### src/dar_cfg.svh
// Constants for the DMA activation request logic
`ifndef DAR_CFG_SVH
`define DAR_CFG_SVH

// Source select codes per channel; 0 to A are peripheral interrupts
`define DAR_SRC_INT_LAST    4'hA
`define DAR_SRC_EXT_EDGE    4'hC
`define DAR_SRC_EXT_LEVEL   4'hD
`define DAR_SRC_AUTO        4'hE

// Interrupt lines whose flag clears only on a register access
`define DAR_IRQ_ACCESS_MASK 11'h01F

// Request queue shape
`define DAR_FIFO_WIDTH      3
`define DAR_FIFO_DEPTH      8

// Reset values
`define DAR_RST_CH          4'h0
`define DAR_RST_IRQ         11'h000
`define DAR_PIN_IDLE        1'b1

`endif

### src/dar_pkg.sv
// Types shared by the DMA activation request logic
package dar_pkg;

  typedef logic [3:0] dar_sel_type;
  typedef logic [1:0] dar_chan_type;

  // Auto-request run state of one channel
  typedef enum logic {
    AUTO_IDLE,
    AUTO_RUN
  } dar_auto_type;

endpackage

### src/dar_req_sync.sv
// Synchroniser and falling-edge detector for one external request pin
`timescale 1ns/1ns
`include "dar_cfg.svh"

module dar_req_sync (
  // Clock and reset
  input  wire logic clk_i,
  input  wire logic rstn_i,
  // Pin side, active low
  input  wire logic pin_n_i,
  // Synchronised view
  output logic      low_o,
  output logic      fall_o
);

  logic meta_ff;
  logic sync_ff;
  logic prev_ff;

  // Idle level is high so a reset never fakes an edge
  always_ff @(posedge clk_i) begin
    if (!rstn_i) begin
      meta_ff <= `DAR_PIN_IDLE;
      sync_ff <= `DAR_PIN_IDLE;
      prev_ff <= `DAR_PIN_IDLE;
    end else begin
      meta_ff <= pin_n_i;
      sync_ff <= meta_ff;
      prev_ff <= sync_ff;
    end
  end

  assign low_o  = ~sync_ff;
  assign fall_o = prev_ff & ~sync_ff;

endmodule

### src/dar_fifo.sv
// Small synchronous FIFO with valid and ready on both sides
`timescale 1ns/1ns
`include "dar_cfg.svh"

module dar_fifo #(
  parameter int W = `DAR_FIFO_WIDTH,
  parameter int D = `DAR_FIFO_DEPTH
) (
  // Clock and reset
  input  wire logic         clk_i,
  input  wire logic         rstn_i,
  // Fill side
  input  wire logic         in_valid_i,
  output logic              in_ready_o,
  input  wire logic [W-1:0] in_data_i,
  // Drain side
  output logic              out_valid_o,
  input  wire logic         out_ready_i,
  output logic [W-1:0]      out_data_o
);

  localparam int AW = $clog2(D);

  logic [W-1:0]  mem_ff [D];
  logic [AW-1:0] wr_ff;
  logic [AW-1:0] rd_ff;
  logic [AW:0]   cnt_ff;
  logic          push;
  logic          pop;

  assign in_ready_o  = cnt_ff != (AW+1)'(D);
  assign out_valid_o = cnt_ff != '0;
  assign out_data_o  = mem_ff[rd_ff];
  assign push        = in_valid_i & in_ready_o;
  assign pop         = out_valid_o & out_ready_i;

  always_ff @(posedge clk_i) begin
    if (push) begin
      mem_ff[wr_ff] <= in_data_i;
    end
  end

  always_ff @(posedge clk_i) begin
    if (!rstn_i) begin
      wr_ff <= '0;
      rd_ff <= '0;
    end else begin
      if (push) begin
        wr_ff <= (wr_ff == AW'(D-1)) ? '0 : wr_ff + 1'b1;
      end
      if (pop) begin
        rd_ff <= (rd_ff == AW'(D-1)) ? '0 : rd_ff + 1'b1;
      end
    end
  end

  always_ff @(posedge clk_i) begin
    if (!rstn_i) begin
      cnt_ff <= '0;
    end else begin
      cnt_ff <= cnt_ff + (AW+1)'(push) - (AW+1)'(pop);
    end
  end

endmodule

### src/dar_top.sv
// Activation request front end of a four-channel DMA controller
`timescale 1ns/1ns
`include "dar_cfg.svh"

// How it works
// - Short channels and block-mode pairs take the eleven interrupts; full normal does not.
// - External pin selectable on second channel of short pair or in full modes only.
// - Auto-request only in full normal mode; runs from enable until count ends.
// - A claimed peripheral interrupt is withheld from the processor side.
// - Peripheral interrupts are taken directly, free of interrupt controller priority.
// - With controller select 1, the DMA transfer clears the source flag.
// - Converter and serial flags clear only when the transfer touches their register.
// - Shared source clears as top channel starts; others pend, served by priority.
// - Disabled channel leaves its source to the processor side, whatever the select.
// - With controller select 0 the DMA never clears the flag.
// - Edge sensing moves exactly one unit per falling edge detected while the channel is idle.
// - Level sensing idles while the request pin is high.
// - Pin held low gives back-to-back units, bus released after each.
// - Pin returning high mid-run suspends the run and waits again.
// - Auto-request offers a choice of cycle-steal or burst ownership.
// - Cycle steal releases the bus after every unit.
// - Burst keeps the bus until the whole programmed transfer ends.
module dar_top (
  // Clock and reset
  input  wire logic        REF_CLK_I,
  input  wire logic        RSTN_I,
  // Channel setup, bit order 0A 0B 1A 1B
  input  wire logic [3:0]  CHANNEL_TRANSFER_ENABLE_I,
  input  wire logic [3:0]  TRANSFER_CONTROLLER_SELECT_I,
  input  wire logic [15:0] SRC_SEL_I,
  // Pair setup, bit 0 pair 0, bit 1 pair 1
  input  wire logic [1:0]  FULL_ADDR_I,
  input  wire logic [1:0]  BLOCK_MODE_I,
  input  wire logic [1:0]  BURST_I,
  // Peripheral interrupt lines
  input  wire logic [10:0] PERIPH_IRQ_I,
  input  wire logic [10:0] PERIPH_ACCESS_I,
  output logic      [10:0] HOST_IRQ_O,
  output logic      [10:0] FLAG_CLR_O,
  // External request pins, one per pair
  input  wire logic [1:0]  EXT_DMA_REQUEST_N_I,
  // Transfer engine
  output logic             REQ_VALID_O,
  input  wire logic        REQ_READY_I,
  output logic      [1:0]  REQ_CHAN_O,
  output logic             REQ_BURST_O,
  input  wire logic        XFER_DONE_I,
  input  wire logic [1:0]  XFER_CHAN_I,
  input  wire logic        COUNT_END_I,
  // Status
  output logic             BUS_HOLD_O,
  output logic      [3:0]  PENDING_O,
  output logic      [3:0]  ACTIVE_O
);

  localparam logic [10:0] ACC_MASK = `DAR_IRQ_ACCESS_MASK;

  //--------------------------------------------------------------------
  // Signals
  //--------------------------------------------------------------------
  dar_pkg::dar_sel_type  sel [4];
  dar_pkg::dar_auto_type auto_ff [4];
  dar_pkg::dar_chan_type grant_ch;

  logic [3:0]  ok_int;
  logic [3:0]  ok_ext;
  logic [3:0]  ok_auto;
  logic [3:0]  is_edge;
  logic [3:0]  is_lvl;
  logic [3:0]  int_hit;
  logic [3:0]  edge_hit;
  logic [3:0]  lvl_want;
  logic [3:0]  auto_want;
  logic [3:0]  want;
  logic [3:0]  grant;
  logic [3:0]  done_ch;
  logic [3:0]  pend_ff;
  logic [3:0]  busy_ff;
  logic [3:0]  en_q_ff;
  logic [3:0]  nxt_pend;
  logic [3:0]  nxt_busy;
  logic [10:0] irq_q_ff;
  logic [10:0] irq_rise;
  logic [10:0] claim;
  logic [10:0] nxt_clr;
  logic [1:0]  pin_low;
  logic [1:0]  pin_fall;
  logic        any_grant;
  logic        burst_sel;
  logic        fifo_in_ready;
  logic        hold_ff;
  logic        nxt_hold;

  //--------------------------------------------------------------------
  // External request pins
  //--------------------------------------------------------------------
  for (genvar p = 0; p < 2; p++) begin : g_pin
    dar_req_sync u_sync (
      .clk_i   (REF_CLK_I),
      .rstn_i  (RSTN_I),
      .pin_n_i (EXT_DMA_REQUEST_N_I[p]),
      .low_o   (pin_low[p]),
      .fall_o  (pin_fall[p])
    );
  end

  //--------------------------------------------------------------------
  // Source legality per channel and mode
  //--------------------------------------------------------------------
  always_comb begin
    logic full;
    logic blk;
    logic isb;
    full = 1'b0;
    blk  = 1'b0;
    isb  = 1'b0;
    for (int c = 0; c < 4; c++) begin
      sel[c]     = SRC_SEL_I[4*c +: 4];
      full       = FULL_ADDR_I[c/2];
      blk        = BLOCK_MODE_I[c/2];
      isb        = (c % 2) == 1;
      ok_int[c]  = (sel[c] <= `DAR_SRC_INT_LAST) & (~full | (blk & ~isb));
      is_edge[c] = sel[c] == `DAR_SRC_EXT_EDGE;
      is_lvl[c]  = sel[c] == `DAR_SRC_EXT_LEVEL;
      ok_ext[c]  = (is_edge[c] | is_lvl[c]) & (full ? ~isb : isb);
      ok_auto[c] = (sel[c] == `DAR_SRC_AUTO) & full & ~blk & ~isb;
    end
  end

  //--------------------------------------------------------------------
  // Interrupt ownership and routing
  //--------------------------------------------------------------------
  // Lines come from on-chip logic on this clock, so no synchroniser
  assign irq_rise = PERIPH_IRQ_I & ~irq_q_ff;

  always_comb begin
    claim = '0;
    for (int c = 0; c < 4; c++) begin
      if (ok_int[c] && CHANNEL_TRANSFER_ENABLE_I[c] && TRANSFER_CONTROLLER_SELECT_I[c]) begin
        claim[sel[c]] = 1'b1;
      end
    end
  end

  always_ff @(posedge REF_CLK_I) begin
    if (!RSTN_I) begin
      irq_q_ff   <= `DAR_RST_IRQ;
      HOST_IRQ_O <= `DAR_RST_IRQ;
    end else begin
      irq_q_ff   <= PERIPH_IRQ_I;
      HOST_IRQ_O <= PERIPH_IRQ_I & ~claim;
    end
  end

  //--------------------------------------------------------------------
  // Request detection
  //--------------------------------------------------------------------
  always_comb begin
    for (int c = 0; c < 4; c++) begin
      int_hit[c] = 1'b0;
      if (ok_int[c]) begin
        int_hit[c] = CHANNEL_TRANSFER_ENABLE_I[c] & irq_rise[sel[c]];
      end
      // An edge while the channel is still busy is dropped
      edge_hit[c]  = ok_ext[c] & is_edge[c] & CHANNEL_TRANSFER_ENABLE_I[c]
                   & pin_fall[c/2] & ~busy_ff[c] & ~pend_ff[c];
      lvl_want[c]  = ok_ext[c] & is_lvl[c] & CHANNEL_TRANSFER_ENABLE_I[c]
                   & pin_low[c/2] & ~busy_ff[c];
      // Both styles keep one unit in flight; burst differs by bus hold
      auto_want[c] = (auto_ff[c] == dar_pkg::AUTO_RUN) & ~busy_ff[c];
      want[c]      = (pend_ff[c] & ~busy_ff[c]) | lvl_want[c] | auto_want[c];
    end
  end

  //--------------------------------------------------------------------
  // Priority arbiter, 0A highest
  //--------------------------------------------------------------------
  always_comb begin
    grant    = '0;
    grant_ch = 2'h0;
    for (int c = 3; c >= 0; c--) begin
      if (want[c] && fifo_in_ready) begin
        grant    = '0;
        grant[c] = 1'b1;
        grant_ch = 2'(c);
      end
    end
  end

  assign any_grant = |grant;
  assign burst_sel = BURST_I[grant_ch[1]] & (auto_ff[grant_ch] == dar_pkg::AUTO_RUN);
  assign done_ch   = XFER_DONE_I ? 4'(4'h1 << XFER_CHAN_I) : 4'h0;

  //--------------------------------------------------------------------
  // Pending and in-flight state
  //--------------------------------------------------------------------
  // A new hit wins over the grant that consumes the old one
  assign nxt_pend = (pend_ff & ~grant & CHANNEL_TRANSFER_ENABLE_I) | int_hit | edge_hit;
  assign nxt_busy = (busy_ff & ~done_ch) | grant;

  always_ff @(posedge REF_CLK_I) begin
    if (!RSTN_I) begin
      pend_ff <= `DAR_RST_CH;
      busy_ff <= `DAR_RST_CH;
      en_q_ff <= `DAR_RST_CH;
    end else begin
      pend_ff <= nxt_pend;
      busy_ff <= nxt_busy;
      en_q_ff <= CHANNEL_TRANSFER_ENABLE_I;
    end
  end

  //--------------------------------------------------------------------
  // Auto-request run
  //--------------------------------------------------------------------
  always_ff @(posedge REF_CLK_I) begin
    for (int c = 0; c < 4; c++) begin
      if (!RSTN_I) begin
        auto_ff[c] <= dar_pkg::AUTO_IDLE;
      end else begin
        unique case (auto_ff[c])
          dar_pkg::AUTO_IDLE: begin
            if (ok_auto[c] && CHANNEL_TRANSFER_ENABLE_I[c] && !en_q_ff[c]) begin
              auto_ff[c] <= dar_pkg::AUTO_RUN;
            end
          end
          dar_pkg::AUTO_RUN: begin
            if (!CHANNEL_TRANSFER_ENABLE_I[c] || (done_ch[c] && COUNT_END_I)) begin
              auto_ff[c] <= dar_pkg::AUTO_IDLE;
            end
          end
        endcase
      end
    end
  end

  //--------------------------------------------------------------------
  // Bus ownership
  //--------------------------------------------------------------------
  always_comb begin
    nxt_hold = 1'b0;
    for (int c = 0; c < 4; c++) begin
      if (auto_ff[c] == dar_pkg::AUTO_RUN && BURST_I[c/2]) begin
        nxt_hold = 1'b1;
      end
    end
  end

  always_ff @(posedge REF_CLK_I) begin
    if (!RSTN_I) begin
      hold_ff <= 1'b0;
    end else begin
      hold_ff <= nxt_hold;
    end
  end

  assign BUS_HOLD_O = hold_ff;

  //--------------------------------------------------------------------
  // Source flag clearing
  //--------------------------------------------------------------------
  always_comb begin
    logic first;
    first   = 1'b1;
    nxt_clr = PERIPH_ACCESS_I & claim & ACC_MASK;
    for (int c = 0; c < 4; c++) begin
      first = 1'b1;
      for (int h = 0; h < c; h++) begin
        // Only the top channel on a shared source clears, never a later one
        if (CHANNEL_TRANSFER_ENABLE_I[h] && ok_int[h] && sel[h] == sel[c]) begin
          first = 1'b0;
        end
      end
      if (grant[c] && pend_ff[c] && ok_int[c] && first
          && TRANSFER_CONTROLLER_SELECT_I[c] && !ACC_MASK[sel[c]]) begin
        nxt_clr[sel[c]] = 1'b1;
      end
    end
  end

  always_ff @(posedge REF_CLK_I) begin
    if (!RSTN_I) begin
      FLAG_CLR_O <= `DAR_RST_IRQ;
    end else begin
      FLAG_CLR_O <= nxt_clr;
    end
  end

  //--------------------------------------------------------------------
  // Request queue toward the transfer engine
  //--------------------------------------------------------------------
  // Entries already queued still run if a level pin rises late
  dar_fifo #(
    .W (`DAR_FIFO_WIDTH),
    .D (`DAR_FIFO_DEPTH)
  ) u_fifo (
    .clk_i       (REF_CLK_I),
    .rstn_i      (RSTN_I),
    .in_valid_i  (any_grant),
    .in_ready_o  (fifo_in_ready),
    .in_data_i   ({burst_sel, grant_ch}),
    .out_valid_o (REQ_VALID_O),
    .out_ready_i (REQ_READY_I),
    .out_data_o  ({REQ_BURST_O, REQ_CHAN_O})
  );

  assign PENDING_O = pend_ff;
  assign ACTIVE_O  = busy_ff;
endmodule

### config.mk
export PLATFORM = sky130hd
export DESIGN_NAME = dar_top
export DESIGN_NICKNAME = d
export VERILOG_FILES = /design/src/dar_pkg.sv /design/src/dar_req_sync.sv /design/src/dar_fifo.sv /design/src/dar_top.sv
export VERILOG_INCLUDE_DIRS = /design/src
export SDC_FILE = /design/constraint.sdc
export NUM_CORES = 1
export LEC_CHECK = 0
export BUFFER_PORTS_ARGS = -buffer_cell sky130_fd_sc_hd__buf_2
export CAP_MARGIN = 20
export CORE_MARGIN = 5
export CORE_UTILIZATION = 57
export CTS_BUF_LIST = sky130_fd_sc_hd__clkbuf_8
export CTS_CLUSTER_DIAMETER = 60
export CTS_CLUSTER_SIZE = 20
export DETAILED_ROUTE_END_ITERATION = 12
export HOLD_SLACK_MARGIN = 0.15
export PLACE_DENSITY = 0.85
export SLEW_MARGIN = 10
export SYNTH_ARGS = -nofsm -noshare
export SYNTH_HDL_FRONTEND = slang
export SYNTH_SLANG_ARGS = --single-unit
### constraint.sdc
create_clock -name REF_CLK_I -period 3.63 [get_ports REF_CLK_I]
set_input_delay 0.9075 -clock REF_CLK_I [delete_from_list [all_inputs] [get_ports REF_CLK_I]]
set_output_delay 0.9075 -clock REF_CLK_I [all_outputs]
set_load 0.02 [all_outputs]
After elaboration in Yosys (flattened, before gate mapping). Memory sizes are Yosys's and may differ from the RTL's. A register that Yosys moved wholly into a read port is not among the register bits. Index checks and enable logic that the tools add are counted.

Logic and storage cells: 341. Memories kept: 6. Memory bits (writable): 28. Flip-flop bits (word level): 61. Memory bits (read-only): 64. Bits of input ports: 61.

Memories: u_fifo.mem_ff (words 8, width 3, read ports 1, clocked after memory_dff 1, write ports 1, line dar_fifo.sv:24) `logic [W-1:0] mem_ff [D];`; (name not given) (words 16, width 1, read ports 1, clocked after memory_dff 0, write ports 0, line dar_top.sv:275) `&& TRANSFER_CONTROLLER_SELECT_I[c] && !ACC_MASK[sel[c]]) begin`; (name not given) (words 16, width 1, read ports 1, clocked after memory_dff 0, write ports 0, line dar_top.sv:275); (name not given) (words 16, width 1, read ports 1, clocked after memory_dff 0, write ports 0, line dar_top.sv:275); (name not given) (words 16, width 1, read ports 1, clocked after memory_dff 0, write ports 0, line dar_top.sv:275); auto_ff (words 4, width 1, read ports 5, clocked after memory_dff 0, write ports 4, line dar_top.sv:62) `dar_pkg::dar_auto_type auto_ff [4];`.

Add/sub/neg operators: 4. Equal/unequal tests: 19. Magnitude comparators: 13. Bitwise gates (word level): 119. Mux-type cells: 94. Reductions and logical operators: 69. Shifts and indexed selects: 1.

Operators with widths (count): two-way mux 11 bit (8); bitwise OR 11 bit (6); AND 1 bit (65); two-way mux 1 bit (65); logical AND 1 bit (53); == test 4 bit, second input constant (10); == test 4 bit (6); AND 11 bit (2); NOT 11 bit (2); < comparator 4 x 5 -> 1 bit, second input constant (4); two-way mux 4 bit (5); bitwise OR 1 bit (20); binary-select mux 1 bit (select 4 bit) (4); demux 1 bit (select 4 bit) (4); >= comparator 4 x 1 -> 1 bit, second input constant (4); <= comparator 4 bit, second input constant (4); NOT 1 bit (14); AND 4 bit (3); two-way mux 3 bit (4); bitwise OR 4 bit (3); bitwise OR 5 x 11 -> 11 bit (1); logical NOT 1 bit (10); two-way mux 2 bit (4); NOT 4 bit (2); other kinds (11) (16).

Logic depth before layout (Yosys ltp).
Depth in word-level cells: 25. Gate-level depth with buffers: 12. Depth with buffers taken out: 12.

Cells and area by module. Synthesis repeated with hierarchy kept, for this count alone.

Cell total of the unflattened synthesis: 531. Area total of the unflattened synthesis: 5142.4 um^2.

By module, submodules not included: dar_top (cells an instance 404, times used 1, area each 3339.5 um^2); dar_fifo (cells an instance 111, times used 1, area each 1625.3 um^2); dar_req_sync (cells an instance 8, times used 2, area each 88.8 um^2).

Worst setup path after synthesis. OpenSTA, ideal clock, no wires.

Kind: in2reg. Start: input port SRC_SEL_I[2]. End: register u_fifo.cnt_ff[2]. Path slack: 0.740 ns. Arrival time: 2.763 ns. Stages: 10. Cell sequence: buf_4 -> nand4_1 -> o31ai_2 -> o2bb2ai_2 -> nand3b_2 -> ha_1 -> inv_1 -> fa_1 -> xor2_1 -> nor2_1.

Cells in the longest elaborated chain, start to end: 15. Elaborated cells on any way between the ends: 16.

Ends and longest elaborated chain: start: declaration (line dar_top.sv:30) `input wire logic [15:0] SRC_SEL_I,`; == test 4 bit (no line); bitwise OR 1 bit (line dar_top.sv:125) `ok_ext[c] = (is_edge[c] | is_lvl[c]) & (full ? ~isb : isb);`; AND 1 bit (line dar_top.sv:125); AND 1 bit (*) (2 in a row) (line dar_top.sv:167) `lvl_want[c] = ok_ext[c] & is_lvl[c] & CHANNEL_TRANSFER_ENABLE_I[c]`; AND 1 bit (*) (2 in a row) (line dar_top.sv:168) `& pin_low[c/2] & ~busy_ff[c];`; bitwise OR 1 bit (*) (2 in a row) (line dar_top.sv:171) `want[c] = (pend_ff[c] & ~busy_ff[c]) | lvl_want[c] | auto_want[c];`; logical AND 1 bit (*) (line dar_top.sv:182) `if (want[c] && fifo_in_ready) begin`; two-way mux 4 bit (*) (line dar_top.sv:182); OR reduction 4 bit (*) (line dar_top.sv:190) `assign any_grant = |grant;`; AND 1 bit (*) (line dar_fifo.sv:34) `assign push = in_valid_i & in_ready_o;`; net u_fifo.push (line dar_fifo.sv:28) `logic push;`; adder 4 x 1 -> 4 bit (*) (line dar_fifo.sv:61) `cnt_ff <= cnt_ff + (AW+1)'(push) - (AW+1)'(pop);`; subtractor 4 x 1 -> 4 bit (*) (line dar_fifo.sv:61); end signal: assignment (line dar_fifo.sv:61); end: declaration (line dar_fifo.sv:27) `logic [AW:0] cnt_ff;`.

Mark *: on every way through the listed nets, which the timed path passes. The rest lies on a longest branch. A chain may end at the register's enable or synchronous reset.

Worst setup path after layout.
Start: input port SRC_SEL_I[3]. End: memory u_fifo.mem_ff[5][1] (netlist bit), enable pin.

Cells in the longest elaborated chain, start to end: 15. Elaborated cells on any way between the ends: 16.

Ends and longest elaborated chain: == test 4 bit (no line); bitwise OR 1 bit (line dar_top.sv:125); AND 1 bit (line dar_top.sv:125); AND 1 bit (*) (2 in a row) (line dar_top.sv:167); AND 1 bit (*) (2 in a row) (line dar_top.sv:168); bitwise OR 1 bit (*) (2 in a row) (line dar_top.sv:171); logical AND 1 bit (*) (line dar_top.sv:182); two-way mux 4 bit (*) (line dar_top.sv:182); OR reduction 4 bit (*) (line dar_top.sv:190); AND 1 bit (*) (line dar_fifo.sv:34); net u_fifo.push (line dar_fifo.sv:28); two-way mux 1 bit (*) (line dar_fifo.sv:38) `if (push) begin`; two-way mux 1 bit (not written as such) (*) (line dar_fifo.sv:39) `mem_ff[wr_ff] <= in_data_i;`; end: declaration (line dar_fifo.sv:24).

Marked as above.

==> results by group <==
Place
  • DP Worst Slack: 0.275 ns
  • Port bufs: 89
  • Post-DP HPWL: 11.1 mm
  • Dpl cell area: 0.00550 mm²
  • GP Congestion: around 0.96

GRT
  • First-pass GRT wire length: 23.4 mm
  • Initial antenna violation count: 0
  • Overflow after GRT: 0
  • Largest net degree at the start of global routing: 20
  • Vias in the first global route: ~4700
  • Gr usage total: a little over a quarter

Setup path
  • Critical Path Start Type: input port
  • Worst path slowest cell: nor3b_1
  • CP Cell Sequence: buf_2 -> nand4_1 -> o31ai_2 -> o2bb2ai_2 -> nand3b_2 -> nand2_1 -> nor3b_1
  • Reg-to-Reg Start: u_fifo.cnt_ff[2]
  • Worst Path Required: roughly 3.7 ns
  • CP Launch Point: SRC_SEL_I[3]
  • FF-to-FF path depth: 8
  • Critical Path AT: 3.07 ns
  • CP endpoint kind: flop
  • Slowest stage delay, CP: 0.59 ns
  • Crit Path Category: input port to flop
  • R2r setup slk: just over 0.8 ns
  • Reg2reg end: u_fifo.mem_ff[5][1]
  • CP max FO: 12

Synth
  • Post-Syn Area: 0.00500 mm²
  • Asr flop ratio synth: 0%
  • FF+latch count, synth: 89
  • Yosys top cell area share: 25.6%
  • EDFF count, synth: 25
  • Synth Area in Adders: under 10%
  • Total nets after synthesis: 592
  • Ys flop type: dfxtp_1
  • Post-Synth Simple-Gate Area: around a quarter
  • Proportion of synthesized chip area in sequential cells: 40.6%
  • XOR/XNOR Fraction of Synth Area: roughly 4.6%
  • Largest family of logic cells by synthesized area: simple AND/OR/NAND/NOR gates
  • Cell count after synthesis: 520
  • Largest cells by area after synthesis: dfxtp_1 (26%), edfxtp_1 (15%), mux4_2 (5.4%), nand2b_1 (4.5%), nor2_1 (3.2%)
  • Synth Area per Inst: 9.62 µm²
  • Yosys synthesis warning count: 0
  • Synth cell types: 71
  • Mux share of post-synthesis cell area: between 8 and 9%
  • Largest area contributor in the synthesized netlist: dfxtp_1
  • Compound-Gate Fraction of Synth Area: 13.3%

Floorplanning
  • Starting density of the core: 57.9%
  • Core area: between 0.008 and 0.009 mm²
  • Full die area: 0.0107 mm²
  • DIE WIDTH: 104 µm
  • I/O pin cnt: 96
  • Die height: 104 µm
  • Site row count: 34

Finish
  • Final net count: 675
  • Layout cell share with drive strength beyond 1: 25.5%
  • Fillers: 743
  • Most frequent cells in the layout: buf_2 (89), dfxtp_1 (64), nor2_1 (42)
  • Fin util: approximately two thirds
  • ANT cells: 0
  • Fin area: 0.00570 mm²
  • Layout area overhead: 13.9%
  • Commonest non-fill, non-tap cell in the layout: buf_2

Route
  • Final ANT Viol Nets: 0
  • Drt initial violations: 386
  • Drt first pass iters: 5
  • Residual DRC: 0
  • WL final: roughly 14 mm
  • Via count: 4509
  • Vias per inst: 6.30
  • WL per Instance: 20.2 µm

CTS
  • Root buf cell: clkbuf_8
  • Post-CTS Setup Inserts: 0
  • Post-CTS sizing: 0
  • Clock transition at path regs: ~0.10 ns
  • Cts hold-fix bufs: 0
  • TritonCTS clock tree: yes
  • CTS HTree Levels: 3
  • Worst-Skew Late Latency: 0.38 ns
  • CTS Sinks: 89
  • TritonCTS buffer count: 9
  • Clock Path Buffers: 2

Timing
  • Tightest Pin Transition: 0.825 ns
  • Final WS setup: a little under 0.6 ns
  • Post-layout min period: between 3 and 4 ns
  • Tcrit/Tclk final: around 84%
  • FMAX: approximately 330 MHz
  • Final hold slack: 0.417 ns
  • Layout Skew: 0.0132 ns
  • Setup TNS Final: 0 ns
  • Count of final hold-check violations: 0
  • RSZ-0062 raised after global routing: no
  • Slew HR: 44.2%
  • Final setup viols: 0
  • Slew Limit Fails: 0

Power and ir drop
  • LEAKAGE: roughly 2.3 nW
  • Max VDD drop: 0.239 mV
  • Pwr/cell area: between 400 and 500 mW/mm²

Min path
  • Hold path depth: 1
  • Worst Hold Endpoint: g_pin[1].u_sync.sync_ff
  • Hold Path Origin: g_pin[1].u_sync.meta_ff
  • Hold crit path type: flop to flop

Flow run
  • Max_cap viols: 0

Outcome
  • Status: completed
-- stage by stage --
stage | power, mW | std cells
finish | 2.46 | 716
global route | 2.60 | 716
CTS | 2.47 | 716
global placement | 1.78 | 700
detailed placement | 1.81 | 700
floorplan | 1.63 | 520
-- critical path: cells and delay by family --
kind            cells  cell delay [ns]
simple gates        4             1.25
compound gates      2             0.67
buf+inv             1             0.24
-- worst max-delay path by stage --
| stage | to | slack, ns | depth (start not counted) |
|---|---|---|---|
| 2_1_floorplan | u_fifo.cnt_ff[2] | 0.74 | 10 |
| 3_3_place_gp | u_fifo.mem_ff[4][2] | 0.40 | 7 |
| 3_5_place_dp | u_fifo.mem_ff[5][0] | 0.27 | 7 |
| 4_1_cts | u_fifo.mem_ff[5][0] | 0.65 | 7 |
| 5_1_grt | u_fifo.mem_ff[5][1] | 0.52 | 7 |
| 6_report | u_fifo.mem_ff[5][1] | 0.58 | 7 |
-- Yosys cell counts (all sizes together), types with 11 or more instances --
master,n
nand2,38
nand2b,36
mux4,12
and2,12
nand4,11
edfxtp,25
xor2,15
a21oi,21
nor2,42
nand3,21
dfxtp,64
nor2b,19
inv,17
nor3,17
xnor2,11
buf,17
-- final cells by class --
type	instances	area (µm²)	share of cell area [%]
multi-input cells	388	2760	48.5
inverters	18	67.6	1.19
clock inverters	7	70.1	1.23
repair buffers	97	505	8.87
clock buffers	9	124	2.17
well taps	108	135	2.37
flip-flops and latches	89	2030	35.7
-- state kept, by name (all words and copies together) (netlist names), 3 cells and up, named ones only --
name           count
PENDING_O          4
FLAG_CLR_O        11
u_fifo.mem_ff     24
u_fifo.cnt_ff      4
irq_q_ff          11
HOST_IRQ_O        11
u_fifo.rd_ff       3
ACTIVE_O           4
u_fifo.wr_ff       3
-- cell families after synthesis --
| logic type | Yosys count |
|---|---|
| AND/OR/NAND/NOR | 241 |
| flip-flops | 89 |
| AO/OA/AOI/OAI | 86 |
| buffers and inverters | 43 |
| XOR/XNOR | 26 |
| multiplexers | 24 |
| adder cells (fa/ha/maj) | 11 |
-- report_power, final --
part / total [mW] / leakage (nW) / switching (mW) / internal [mW]
registers: 1.15 / 0.762 / 0.0540 / 1.09
clock network: 0.665 / 0.0887 / 0.399 / 0.266
logic: 0.651 / 1.42 / 0.374 / 0.277
-- metal layers --
metal,wire (µm),global-route usage (%)
met4,509,10.5
met2,6620,42.1
met1,5800,34.0
met5,0,0
met3,1510,8.58
(Power assumes the default switching activity.)
